==> src/shared/sps_defines.vh <==
// constants for the serial master/slave port
`ifndef SPS_DEFINES_VH
`define SPS_DEFINES_VH
`define SPS_MODE_M4 4'h0
`define SPS_MODE_M16 4'h1
`define SPS_MODE_M64 4'h2
`define SPS_MODE_MTMR 4'h3
`define SPS_MODE_SSEL 4'h4
`define SPS_MODE_SNOSEL 4'h5
`define SPS_HALF_M4 6'h02
`define SPS_HALF_M16 6'h08
`define SPS_HALF_M64 6'h20
`define SPS_BITS 4'h8
`define SPS_FIFO_W 8
`define SPS_FIFO_D 16
`define SPS_FIFO_AW 4
`endif

==> src/design/sps_port.v <==
// serial master/slave port with receive fifo
`timescale 1ns/1ps
`default_nettype none
`include "sps_defines.vh"
// =========================================================
// receive fifo
module sps_fifo #(
    parameter W = 8,
    parameter D = 16,
    parameter AW = 4
) (
    input wire clk_sys,
    input wire srst,
    input wire inValid,
    output wire inReady,
    input wire [W-1:0] inData,
    output wire outValid,
    input wire outReady,
    output wire [W-1:0] outData
);
    reg [W-1:0] mem [0:D-1];
    reg [AW-1:0] wrPtr_reg;
    reg [AW-1:0] rdPtr_reg;
    reg [AW:0] count_reg;
    wire doWr = inValid && inReady;
    wire doRd = outValid && outReady;
    assign inReady = (count_reg != D);
    assign outValid = (count_reg != 0);
    assign outData = mem[rdPtr_reg];
    always @(posedge clk_sys) begin
        if (doWr) begin
            mem[wrPtr_reg] <= inData;
        end
        if (srst) begin
            wrPtr_reg <= {AW{1'b0}};
            rdPtr_reg <= {AW{1'b0}};
            count_reg <= {(AW+1){1'b0}};
        end else begin
            if (doWr) wrPtr_reg <= wrPtr_reg + 1'b1;
            if (doRd) rdPtr_reg <= rdPtr_reg + 1'b1;
            if (doWr && !doRd) count_reg <= count_reg + 1'b1;
            else if (doRd && !doWr) count_reg <= count_reg - 1'b1;
        end
    end
endmodule // sps_fifo

// =========================================================
// port top
module sps_port (
    input wire clk_sys,
    input wire srst,
    input wire portEnable,
    input wire clockIdleLevel,
    input wire clockEdgeSel,
    input wire samplePhase,
    input wire [3:0] portModeField,
    input wire sleepMode,
    input wire timerTwoTick,
    input wire bufWrite,
    input wire [7:0] bufWrData,
    input wire bufRead,
    output reg [7:0] bufRdData,
    output reg bufferFullFlag,
    input wire clrIrq,
    output reg portIrqFlag,
    input wire clrCollision,
    output reg writeCollisionFlag,
    input wire clrOverflow,
    output reg receiveOverflowFlag,
    output reg pinsOwned,
    input wire sckIn,
    output reg sckOut,
    output reg sckOe,
    input wire serialInPin,
    output reg serialOutPin,
    output reg serialOutOe,
    input wire selectN,
    output reg [7:0] rxStreamData,
    output reg rxStreamValid,
    input wire rxStreamReady
);
    // =====================================================
    // pin synchronisers
    reg [2:0] sckSync_reg;
    reg [2:0] sdiSync_reg;
    reg [2:0] selSync_reg;
    reg [2:0] tmrSync_reg;
    reg sckLvl_reg;
    reg selLvl_reg;
    reg tmrPhase_reg;
    always @(posedge clk_sys) begin
        if (srst) begin
            sckSync_reg <= 3'h0;
            sdiSync_reg <= 3'h0;
            selSync_reg <= 3'h7;
            tmrSync_reg <= 3'h0;
            sckLvl_reg <= 1'b0;
            selLvl_reg <= 1'b1;
        end else begin
            sckSync_reg <= {sckSync_reg[1:0], sckIn};
            sdiSync_reg <= {sdiSync_reg[1:0], serialInPin};
            selSync_reg <= {selSync_reg[1:0], selectN};
            tmrSync_reg <= {tmrSync_reg[1:0], timerTwoTick};
            // change counts once stages two and three agree
            if (sckSync_reg[1] == sckSync_reg[2])
                sckLvl_reg <= sckSync_reg[2];
            if (selSync_reg[1] == selSync_reg[2])
                selLvl_reg <= selSync_reg[2];
        end
    end
    wire sdiLvl = sdiSync_reg[2];
    wire tmrRise = tmrSync_reg[1] && !tmrSync_reg[2];

    // =====================================================
    // mode decode
    wire isMaster = (portModeField[3:2] == 2'b00);
    wire isSelSlave = (portModeField == `SPS_MODE_SSEL);
    wire isSlave = isSelSlave ||
        (portModeField == `SPS_MODE_SNOSEL);
    wire selHigh = isSelSlave && selLvl_reg;
    wire portReset = !portEnable || selHigh;

    // =====================================================
    // receive fifo feeding the stream port
    wire fifoInReady;
    wire fifoOutValid;
    wire [7:0] fifoOutData;
    reg fifoPush;
    reg [7:0] fifoPushData;
    wire streamTake = !rxStreamValid || rxStreamReady;
    sps_fifo #(
        .W(`SPS_FIFO_W),
        .D(`SPS_FIFO_D),
        .AW(`SPS_FIFO_AW)
    ) rxFifo (
        .clk_sys(clk_sys),
        .srst(srst),
        .inValid(fifoPush),
        .inReady(fifoInReady),
        .inData(fifoPushData),
        .outValid(fifoOutValid),
        .outReady(streamTake),
        .outData(fifoOutData)
    );

    // =====================================================
    // shift engine
    localparam ST_IDLE = 2'b01;
    localparam ST_SHIFT = 2'b10;
    reg [1:0] state_reg;
    reg [7:0] shift_reg;
    reg [3:0] bitCnt_reg;
    reg [5:0] div_reg;
    reg phase_reg; // 0: first half of bit, 1: second half
    reg sckPrev_reg;
    reg [2:0] sampDly_reg;
    reg [2:0] lastDly_reg;
    reg [7:0] rxCap_reg;
    wire [5:0] halfCnt = (portModeField == `SPS_MODE_M16) ?
        `SPS_HALF_M16 : (portModeField == `SPS_MODE_M64) ?
        `SPS_HALF_M64 : `SPS_HALF_M4;
    wire busy = (state_reg == ST_SHIFT);
    // master tick: divider or timer edge; sleep stops it
    wire masterTick = !sleepMode && ((portModeField ==
        `SPS_MODE_MTMR) ? tmrRise : (div_reg == 6'h01));
    // slave clock edges: leading leaves idle level
    wire sckEdge = sckLvl_reg != sckPrev_reg;
    wire leadEdge = sckEdge && (sckPrev_reg == clockIdleLevel);
    // edge select set: latch on the leading edge
    wire latchEdge = clockEdgeSel ? leadEdge : (sckEdge && !leadEdge);
    wire byteDone = (bitCnt_reg == `SPS_BITS - 4'h1);
    // input lags three clocks in its synchroniser, so the
    // master takes each bit three clocks after its sck tick
    wire sampTick = isMaster && busy && masterTick &&
        (phase_reg == samplePhase);
    wire lastTick = isMaster && busy && masterTick && phase_reg && byteDone;
    wire [7:0] masterByte = sampDly_reg[2] ? {rxCap_reg[6:0], sdiLvl} :
        rxCap_reg;
    // a write before the last bit is in counts as a collision
    wire mBusy = busy || (lastDly_reg != 3'h0);
    reg [7:0] nextShift;
    reg done;
    always @* begin
        nextShift = {shift_reg[6:0], sdiLvl};
        done = 1'b0;
        if (isMaster && lastDly_reg[2])
            done = 1'b1;
        if (isSlave && latchEdge && byteDone &&
            !(isSelSlave && selLvl_reg))
            done = 1'b1;
    end

    always @(posedge clk_sys) begin
        fifoPush <= 1'b0;
        if (srst || portReset) begin
            state_reg <= ST_IDLE;
            bitCnt_reg <= 4'h0;
            div_reg <= `SPS_HALF_M4;
            phase_reg <= 1'b0;
            sckPrev_reg <= clockIdleLevel;
            sckOut <= clockIdleLevel;
            sampDly_reg <= 3'h0;
            lastDly_reg <= 3'h0;
            if (srst) begin
                shift_reg <= 8'h00;
                bufRdData <= 8'h00;
                bufferFullFlag <= 1'b0;
                portIrqFlag <= 1'b0;
                writeCollisionFlag <= 1'b0;
                receiveOverflowFlag <= 1'b0;
                fifoPushData <= 8'h00;
                rxCap_reg <= 8'h00;
            end
        end else begin
            sckPrev_reg <= sckLvl_reg;
            sampDly_reg <= {sampDly_reg[1:0], sampTick};
            lastDly_reg <= {lastDly_reg[1:0], lastTick};
            if (sampDly_reg[2]) rxCap_reg <= masterByte;
            // clears lose to sets in the same cycle
            if (bufRead) bufferFullFlag <= 1'b0;
            if (clrIrq) portIrqFlag <= 1'b0;
            if (clrCollision) writeCollisionFlag <= 1'b0;
            if (clrOverflow) receiveOverflowFlag <= 1'b0;
            if (bufWrite) begin
                if (mBusy || (isSlave && bitCnt_reg != 4'h0))
                    writeCollisionFlag <= 1'b1;
                else begin
                    shift_reg <= bufWrData;
                    if (isMaster) begin
                        state_reg <= ST_SHIFT;
                        div_reg <= halfCnt;
                        phase_reg <= 1'b0;
                        // clock starts at its idle level; msb is on the pin first
                        sckOut <= clockIdleLevel;
                    end
                end
            end
            if (isMaster && busy && masterTick) begin
                div_reg <= halfCnt;
                sckOut <= ~sckOut;
                if (!phase_reg) begin
                    phase_reg <= 1'b1;
                end else begin
                    phase_reg <= 1'b0;
                    // received bits land in rxCap_reg, later
                    shift_reg <= {shift_reg[6:0], 1'b0};
                    bitCnt_reg <= byteDone ? 4'h0 : bitCnt_reg + 4'h1;
                    if (byteDone) begin
                        state_reg <= ST_IDLE;
                        sckOut <= clockIdleLevel;
                    end
                end
            end else if (isMaster && busy && !sleepMode) begin
                div_reg <= div_reg - 6'h01;
            end else if (!busy) begin
                sckOut <= clockIdleLevel;
            end
            if (isSlave && latchEdge) begin
                shift_reg <= nextShift;
                bitCnt_reg <= byteDone ? 4'h0 : bitCnt_reg + 4'h1;
            end
            if (done) begin
                portIrqFlag <= 1'b1;
                if (isSlave && bufferFullFlag && !bufRead)
                    receiveOverflowFlag <= 1'b1;
                else begin
                    bufRdData <= isMaster ? masterByte :
                        nextShift;
                    bufferFullFlag <= 1'b1;
                    fifoPushData <= isMaster ? masterByte : nextShift;
                    // a full fifo drops the copy, not the buffer
                    fifoPush <= fifoInReady;
                end
            end
        end
    end

    // =====================================================
    // pins and stream outputs
    always @(posedge clk_sys) begin
        if (srst) begin
            pinsOwned <= 1'b0;
            sckOe <= 1'b0;
            serialOutPin <= 1'b0;
            serialOutOe <= 1'b0;
            rxStreamValid <= 1'b0;
            rxStreamData <= 8'h00;
        end else begin
            pinsOwned <= portEnable;
            sckOe <= portEnable && isMaster;
            serialOutPin <= shift_reg[7];
            serialOutOe <= portEnable && (isMaster ||
                (isSlave && !selHigh));
            if (streamTake) begin
                rxStreamValid <= fifoOutValid;
                rxStreamData <= fifoOutData;
            end
        end
    end
endmodule // sps_port
`default_nettype wire

==> config.mk <==
export PLATFORM = sky130hd
export DESIGN_NAME = sps_port
export DESIGN_NICKNAME = d
export VERILOG_FILES = /design/src/design/sps_port.v
export VERILOG_INCLUDE_DIRS = /design/src /design/src/shared
export SDC_FILE = /design/constraint.sdc
export NUM_CORES = 1
export LEC_CHECK = 0
export BUFFER_PORTS_ARGS = -buffer_cell sky130_fd_sc_hd__buf_2
export CAP_MARGIN = 20
export CORE_ASPECT_RATIO = 0.75
export CORE_MARGIN = 1.5
export CORE_UTILIZATION = 25
export DETAILED_ROUTE_END_ITERATION = 10
export GPL_TIMING_DRIVEN = 1
export PLACE_DENSITY = 0.44
export RECOVER_POWER = 100
export SLEW_MARGIN = 10
export SYNTH_ARGS = -nofsm -noshare
export SYNTH_HDL_FRONTEND = slang
export SYNTH_SLANG_ARGS = --single-unit
==> constraint.sdc <==
create_clock -name clk_sys -period 5.5 [get_ports clk_sys]
set_clock_uncertainty 0.1 [all_clocks]
set_input_delay 0.825 -clock clk_sys [delete_from_list [all_inputs] [get_ports clk_sys]]
set_output_delay 0.825 -clock clk_sys [all_outputs]
set_load 0.01 [all_outputs]
### Word level (Yosys, flattened, before mapping)

Memory sizes are Yosys's and may differ from the RTL's. A register that Yosys moved wholly into a read port is not among the register bits.
Index checks and enable logic that the tools add are counted.
Widths: inputs -> output; s select.

* RAM bits: 128
* flip-flop bits (word level): 82
* memories: 1
* word-level logic and storage cells: 189

Memories
* rxFifo.mem: words 16, bits a word 8, rd ports 1, clocked after Yosys merged registers in 1, wr ports 1, line sps_port.v:21 `reg [W-1:0] mem [0:D-1];`

* equality and inequality tests: 18
* muxes and demuxes: 70
* bitwise operators: 2
* add/sub/neg operators: 6
* reductions and logical operators: 62

Operators by type and width (number)
* $mux 8: 14
* $mux 6: 7
* $mux 1: 37
* $logic_and 1x1->1: 25
* $mux 4: 4
* $reduce_bool 2->1: 7
* $add 4x1->4 const B: 3
* $eq 4x3->1 const B: 3
* $mux 2: 6
* $reduce_bool 3->1: 4
* $mux 5: 2
* $logic_not 1->1: 9
* $reduce_and 3->1: 3
* $eq 4x2->1 const B: 2
* $logic_or 1x1->1: 7
* $eq 6x1->1 const B: 1
* $ne 2x2->1 const B: 3
* $reduce_and 2->1: 3
* $sub 6x1->6 const B: 1
* $add 5x1->5 const B: 1
* $ne 5x5->1 const B: 1
* $reduce_bool 5->1: 1
* $sub 5x1->5 const B: 1
* $eq 1x1->1: 4
* other kinds (8): 9

### Longest topological paths before layout

* depth in word-level cells: 11
* gate-level depth with buffers: 12
* gate-level depth less buffers: 11

### By module

Synthesis repeated with hierarchy kept, for this count alone.

* cells, all modules: 668
* area, all modules: 9277.6 sq um

Modules (own cells, without submodules)
* sps_fifo: times used 1, cells each 311, area each 5761.8 sq um, sequential area each 4184.0 sq um
* sps_port: times used 1, cells each 357, area each 3515.9 sq um, sequential area each 1821.7 sq um

### Worst setup path before layout

Ideal clock, no wire load.

* kind: input-to-reg
* from: in rxStreamReady
* to: reg rxFifo.count_reg[4]
* stages on the path: 12
* data arrival time: 3.037 ns
* data required time: 5.277 ns
* path slack: 2.239 ns
* path through: nor2b_1 > clkbuf_1 > a21oi_1 > inv_1 > ha_1 > inv_1 > ha_1 > nor2b_1 > o21a_1 > or3_1 > a21oi_1 > mux2_1

* longest elaborated chain between the ends: 5

Ends and longest elaborated chain
* from (decl): line sps_port.v:80 `input wire rxStreamReady`
* $logic_or 1x1->1 (*): line sps_port.v:130 `wire streamTake = !rxStreamValid || rxStreamReady;`
* $logic_and 1x1->1 (*): line sps_port.v:26 `wire doRd = outValid && outReady;`
* $logic_not 1->1: line sps_port.v:41 `if (doWr && !doRd) count_reg <= count_reg + 1'b1;`
* $logic_and 1x1->1: line sps_port.v:41
* $mux 5 / $reduce_bool 2->1 (equally long branches)
* to (signal assigned): line sps_port.v:37 `count_reg <= {(AW+1){1'b0}};`
* to (signal assigned): line sps_port.v:41
* to (signal assigned): line sps_port.v:42 `else if (doRd && !doWr) count_reg <= count_reg - 1'b1;`
* to (decl): line sps_port.v:24 `reg [AW:0] count_reg;`

Every way passes the cells marked *; elsewhere a longest branch is shown, timed or not.
A chain may end at the register's enable or synchronous reset.

### Final worst setup path

* from: in srst
* to: reg shift_reg[2], data pin

* longest elaborated chain between the ends: 2

Ends and longest elaborated chain
* from (decl): line sps_port.v:51 `input wire srst,`
* $logic_or 1x1->1: line sps_port.v:195 `if (srst || portReset) begin`
* $mux 8: line sps_port.v:195
* to (signal assigned): line sps_port.v:228 `shift_reg <= bufWrData;`
* to (signal assigned): line sps_port.v:246 `shift_reg <= {shift_reg[6:0], 1'b0};`
* to (signal assigned): line sps_port.v:259 `shift_reg <= nextShift;`
* to (decl): line sps_port.v:151 `reg [7:0] shift_reg;`

Every way passes these cells.

==> qor.csv <==
stage,metric,value,unit
yosys,async set or reset register ratio after synthesis,0,%
grt,vias in the first global route,5389,
yosys,Mapped Cells,645,
worst_setup_path,CP endpoint kind,register,
final_layout,layout cells sized above 1,17.1,%
yosys,ys flop type,edfxtp_1,
worst_setup_path,Critical Path RT,5.65,ns
clock_tree,H-tree depth,1,
final_layout,ANT cells,0,
die,Core ar.,35800,um2
die,DIE HEIGHT,168,um
run_status,violated checks,"max-capacitance violations, max-slew violations",
placed_design,dpl cells,1141,
power_and_ir_drop,switching part of the total power,25.9,%
die,Ports,55,
worst_setup_path,buffers and inverters on the worst path,4,
placed_design,IO buf count,54,
final_layout,Layout area overhead,17.1,%
grt,pin count of the biggest net entering global routing,44,
timing,Slew @ Worst Pin,1.97,ns
worst_setup_path,Crit Path Category,in2reg,
timing,fmax,0.253,GHz
power_and_ir_drop,sequential share of power,44.8,%
run_status,status,"finished, violations left",
timing,setup_tns,0,ns
die,Die ar.,37500,um2
timing,final setup violation count,0,
yosys,mapped cell area,9070,um2
grt,initial antenna violation count,0,
power_and_ir_drop,VDD IR max,163,uV
timing,final period utilization,72.0,%
grt,wire length of the first global-routing pass,32.7,mm
placed_design,DPL Wire Length,14.1,mm
timing,Hold Worst Slack,0.308,ns
clock_tree,worst skew pair latency,0.52,ns
route,final WL,20.8,mm
worst_setup_path,Critical Path Start Type,primary input,
worst_setup_path,most numerous cell on the critical path,clkbuf_1,
route,wire per inst,17.6,um
flow_run,Max Cap Viol,3,
clock_tree,clock sink count,218,
yosys,Yosys warnings,0,
timing,fin. max-slew vios,54,
clock_tree,Num CTS Buffers,24,
final_layout,final net count,746,
clock_tree,Max Root-Sink Buffers,3,
clock_tree,# resized after CTS,0,
yosys,sequential cell area fraction in the yosys report,65.3,%
clock_tree,CTS tree,done,
grt,gr usage total,11.3,%
timing,RSZ-0062 raised after global routing,no,
yosys,Netlist cell types,64,
final_layout,final core occ,29.7,%
placed_design,Post-DP Area,9860,um2
yosys,synthesized net count,689,
worst_setup_path,critical-path cell list,buf_2 > clkbuf_1 > nand2b_1 > inv_1 > nand2_1 > clkbuf_1 > a211oi_1,
die,Std-Cell Rows,60,
route,DRC Markers,0,
route,Initial DRC Count,471,
hold_path,class of the worst hold path,reg2reg,
yosys,synthesized area per cell,14.1,um2
timing,post-layout min period,3.96,ns
power_and_ir_drop,Clk pwr share,40.0,%
worst_setup_path,Crit Path Max Fanout,43,
worst_setup_path,"CP delay by family, top",buffers and inverters,
final_layout,Layout Cells excl Fill,1185,
power_and_ir_drop,Comb pwr share,15.2,%
power_and_ir_drop,Internal,3.18,mW
final_layout,max FFs per register,128,
power_and_ir_drop,Psw,1.11,mW
timing,final hold vios,0,
yosys,Yosys reg bits,218,
final_layout,Reg with most FFs,rxFifo.mem,
die,die width,223,um
route,DRT antenna net count,0,
clock_tree,CTS root buf,clkbuf_16,
final_layout,design area,10600,um2
route,DRT Pass-1 Iters,5,
clock_tree,CTS Hold Bufs,0,
clock_tree,Post-CTS Setup Repair Bufs,0,
yosys,Post-synth EDFFs,156,
power_and_ir_drop,total power,4.29,mW
placed_design,Setup WS pre-CTS,1.83,ns
timing,Final WS setup,1.54,ns
worst_setup_path,Worst path slowest cell,clkbuf_1,
grt,grt ovf,0,
power_and_ir_drop,Pleak,3.55,nW
clock_tree,clock slew seen by the registers of the worst setup and hold paths,0.06,ns
die,Starting Density,25.3,%
placed_design,Final Wtd Congestion,0.751,
route,DR vias,5309,
timing,Worst slew margin,-31.5,%
power_and_ir_drop,pwr dens,404,nW/um2
worst_setup_path,Worst Path Arrival,4.11,ns
route,vias per std cell,4.48,
worst_setup_path,CP max stage delay,1.40,ns
-- placed cells by master (no fill, tap or decap), types with 4 or more instances in the layout --
master and n:
edfxtp_1 156, nor2_1 64, dfxtp_1 61, a21oi_1 43, clkbuf_1 35, nand2_1 32
mux4_2 32, buf_2 28, clkbuf_16 25, mux2i_1 22, nor2b_1 18, inv_1 16
a22oi_1 16, a211oi_1 15, ha_1 14, o21ai_0 11, nand2b_1 9, and2_1 8
nand3_1 8, nor3_1 7, or2_2 7, xor2_1 7, clkinv_2 6, xnor2_1 4
and3_1 4, mux2_1 4, bufinv_16 4, buf_4 4
-- final timing paths --
kind                                           from                   to  slack (ns)  cells past startpoint
worst max register to register  rxFifo.count_reg[0]  rxFifo.count_reg[4]        1.87                     10
worst min register to register       selSync_reg[0]       selSync_reg[1]        0.31                      1
worst max-delay path                           srst         shift_reg[2]        1.54                      7
worst min-delay path                 selSync_reg[0]       selSync_reg[1]        0.31                      1
-- cell usage after synthesis (4+ instances only) --
cell / number / share of area, %
edfxtp_1: 156 / 52
nor2_1: 64 / 2.6
dfxtp_1: 62 / 14
a21oi_1: 43 / 2.4
mux4_2: 32 / 7.9
nand2_1: 32 / 1.3
mux2i_1: 22 / 2.4
clkbuf_1: 19 / 0.79
nor2b_1: 18 / 1.2
a22oi_1: 16 / 1.3
a211oi_1: 15 / 1.2
inv_1: 15 / 0.62
ha_1: 14 / 1.9
nand2b_1: 9 / 0.62
o21ai_0: 9 / 0.50
and2_1: 8 / 0.55
nand3_1: 8 / 0.44
or2_2: 8 / 0.55
nor3_1: 7 / 0.39
xor2_1: 7 / 0.68
buf_2: 6 / 0.33
and3_1: 4 / 0.28
buf_4: 4 / 0.33
mux2_1: 4 / 0.50
o21ai_1: 4 / 0.22
xnor2_1: 4 / 0.39
-- power groups by stage --
| stage | clock, mW | sequential [mW] | combinational, mW |
|---|---|---|---|
| 2_1_floorplan | 0 | 1.92 | 0.518 |
| 3_3_place_gp | 0 | 1.96 | 0.672 |
| 3_5_place_dp | 0 | 1.96 | 0.671 |
| 4_1_cts | 1.76 | 1.93 | 0.674 |
| 5_1_grt | 1.83 | 1.94 | 0.732 |
| 6_report | 1.72 | 1.93 | 0.652 |
-- logic make-up after synthesis --
| logic type | count (synthesis) | synth area share [%] |
|---|---|---|
| buf+inv | 47 | 2.27 |
| mux | 58 | 10.9 |
| simple gates | 185 | 10.5 |
| fa+ha+maj | 15 | 2.15 |
| compound gates | 111 | 7.80 |
| flops | 218 | 65.3 |
| xor+xnor | 11 | 1.06 |
-- layer usage --
layer  vias up  track usage (%)  part of all wire (%)
met5         -                0                     0
met4         0             2.60                   1.7
met3        26             2.25                   3.7
met2        94             15.9                    42
met1      2639             17.6                    53
li1       2550                -                     -
-- cell type report --
cell class | count | area, um2
Fill cell | 3583 | 25200
Sequential cell | 218 | 5930
Multi-Input combinational cell | 380 | 2940
Clock buffer | 32 | 672
Tap cell | 465 | 582
Timing Repair Buffer | 62 | 283
Clock inverter | 12 | 166
Inverter | 16 | 60.1
Note: power is estimated with default switching activity, not from simulation.
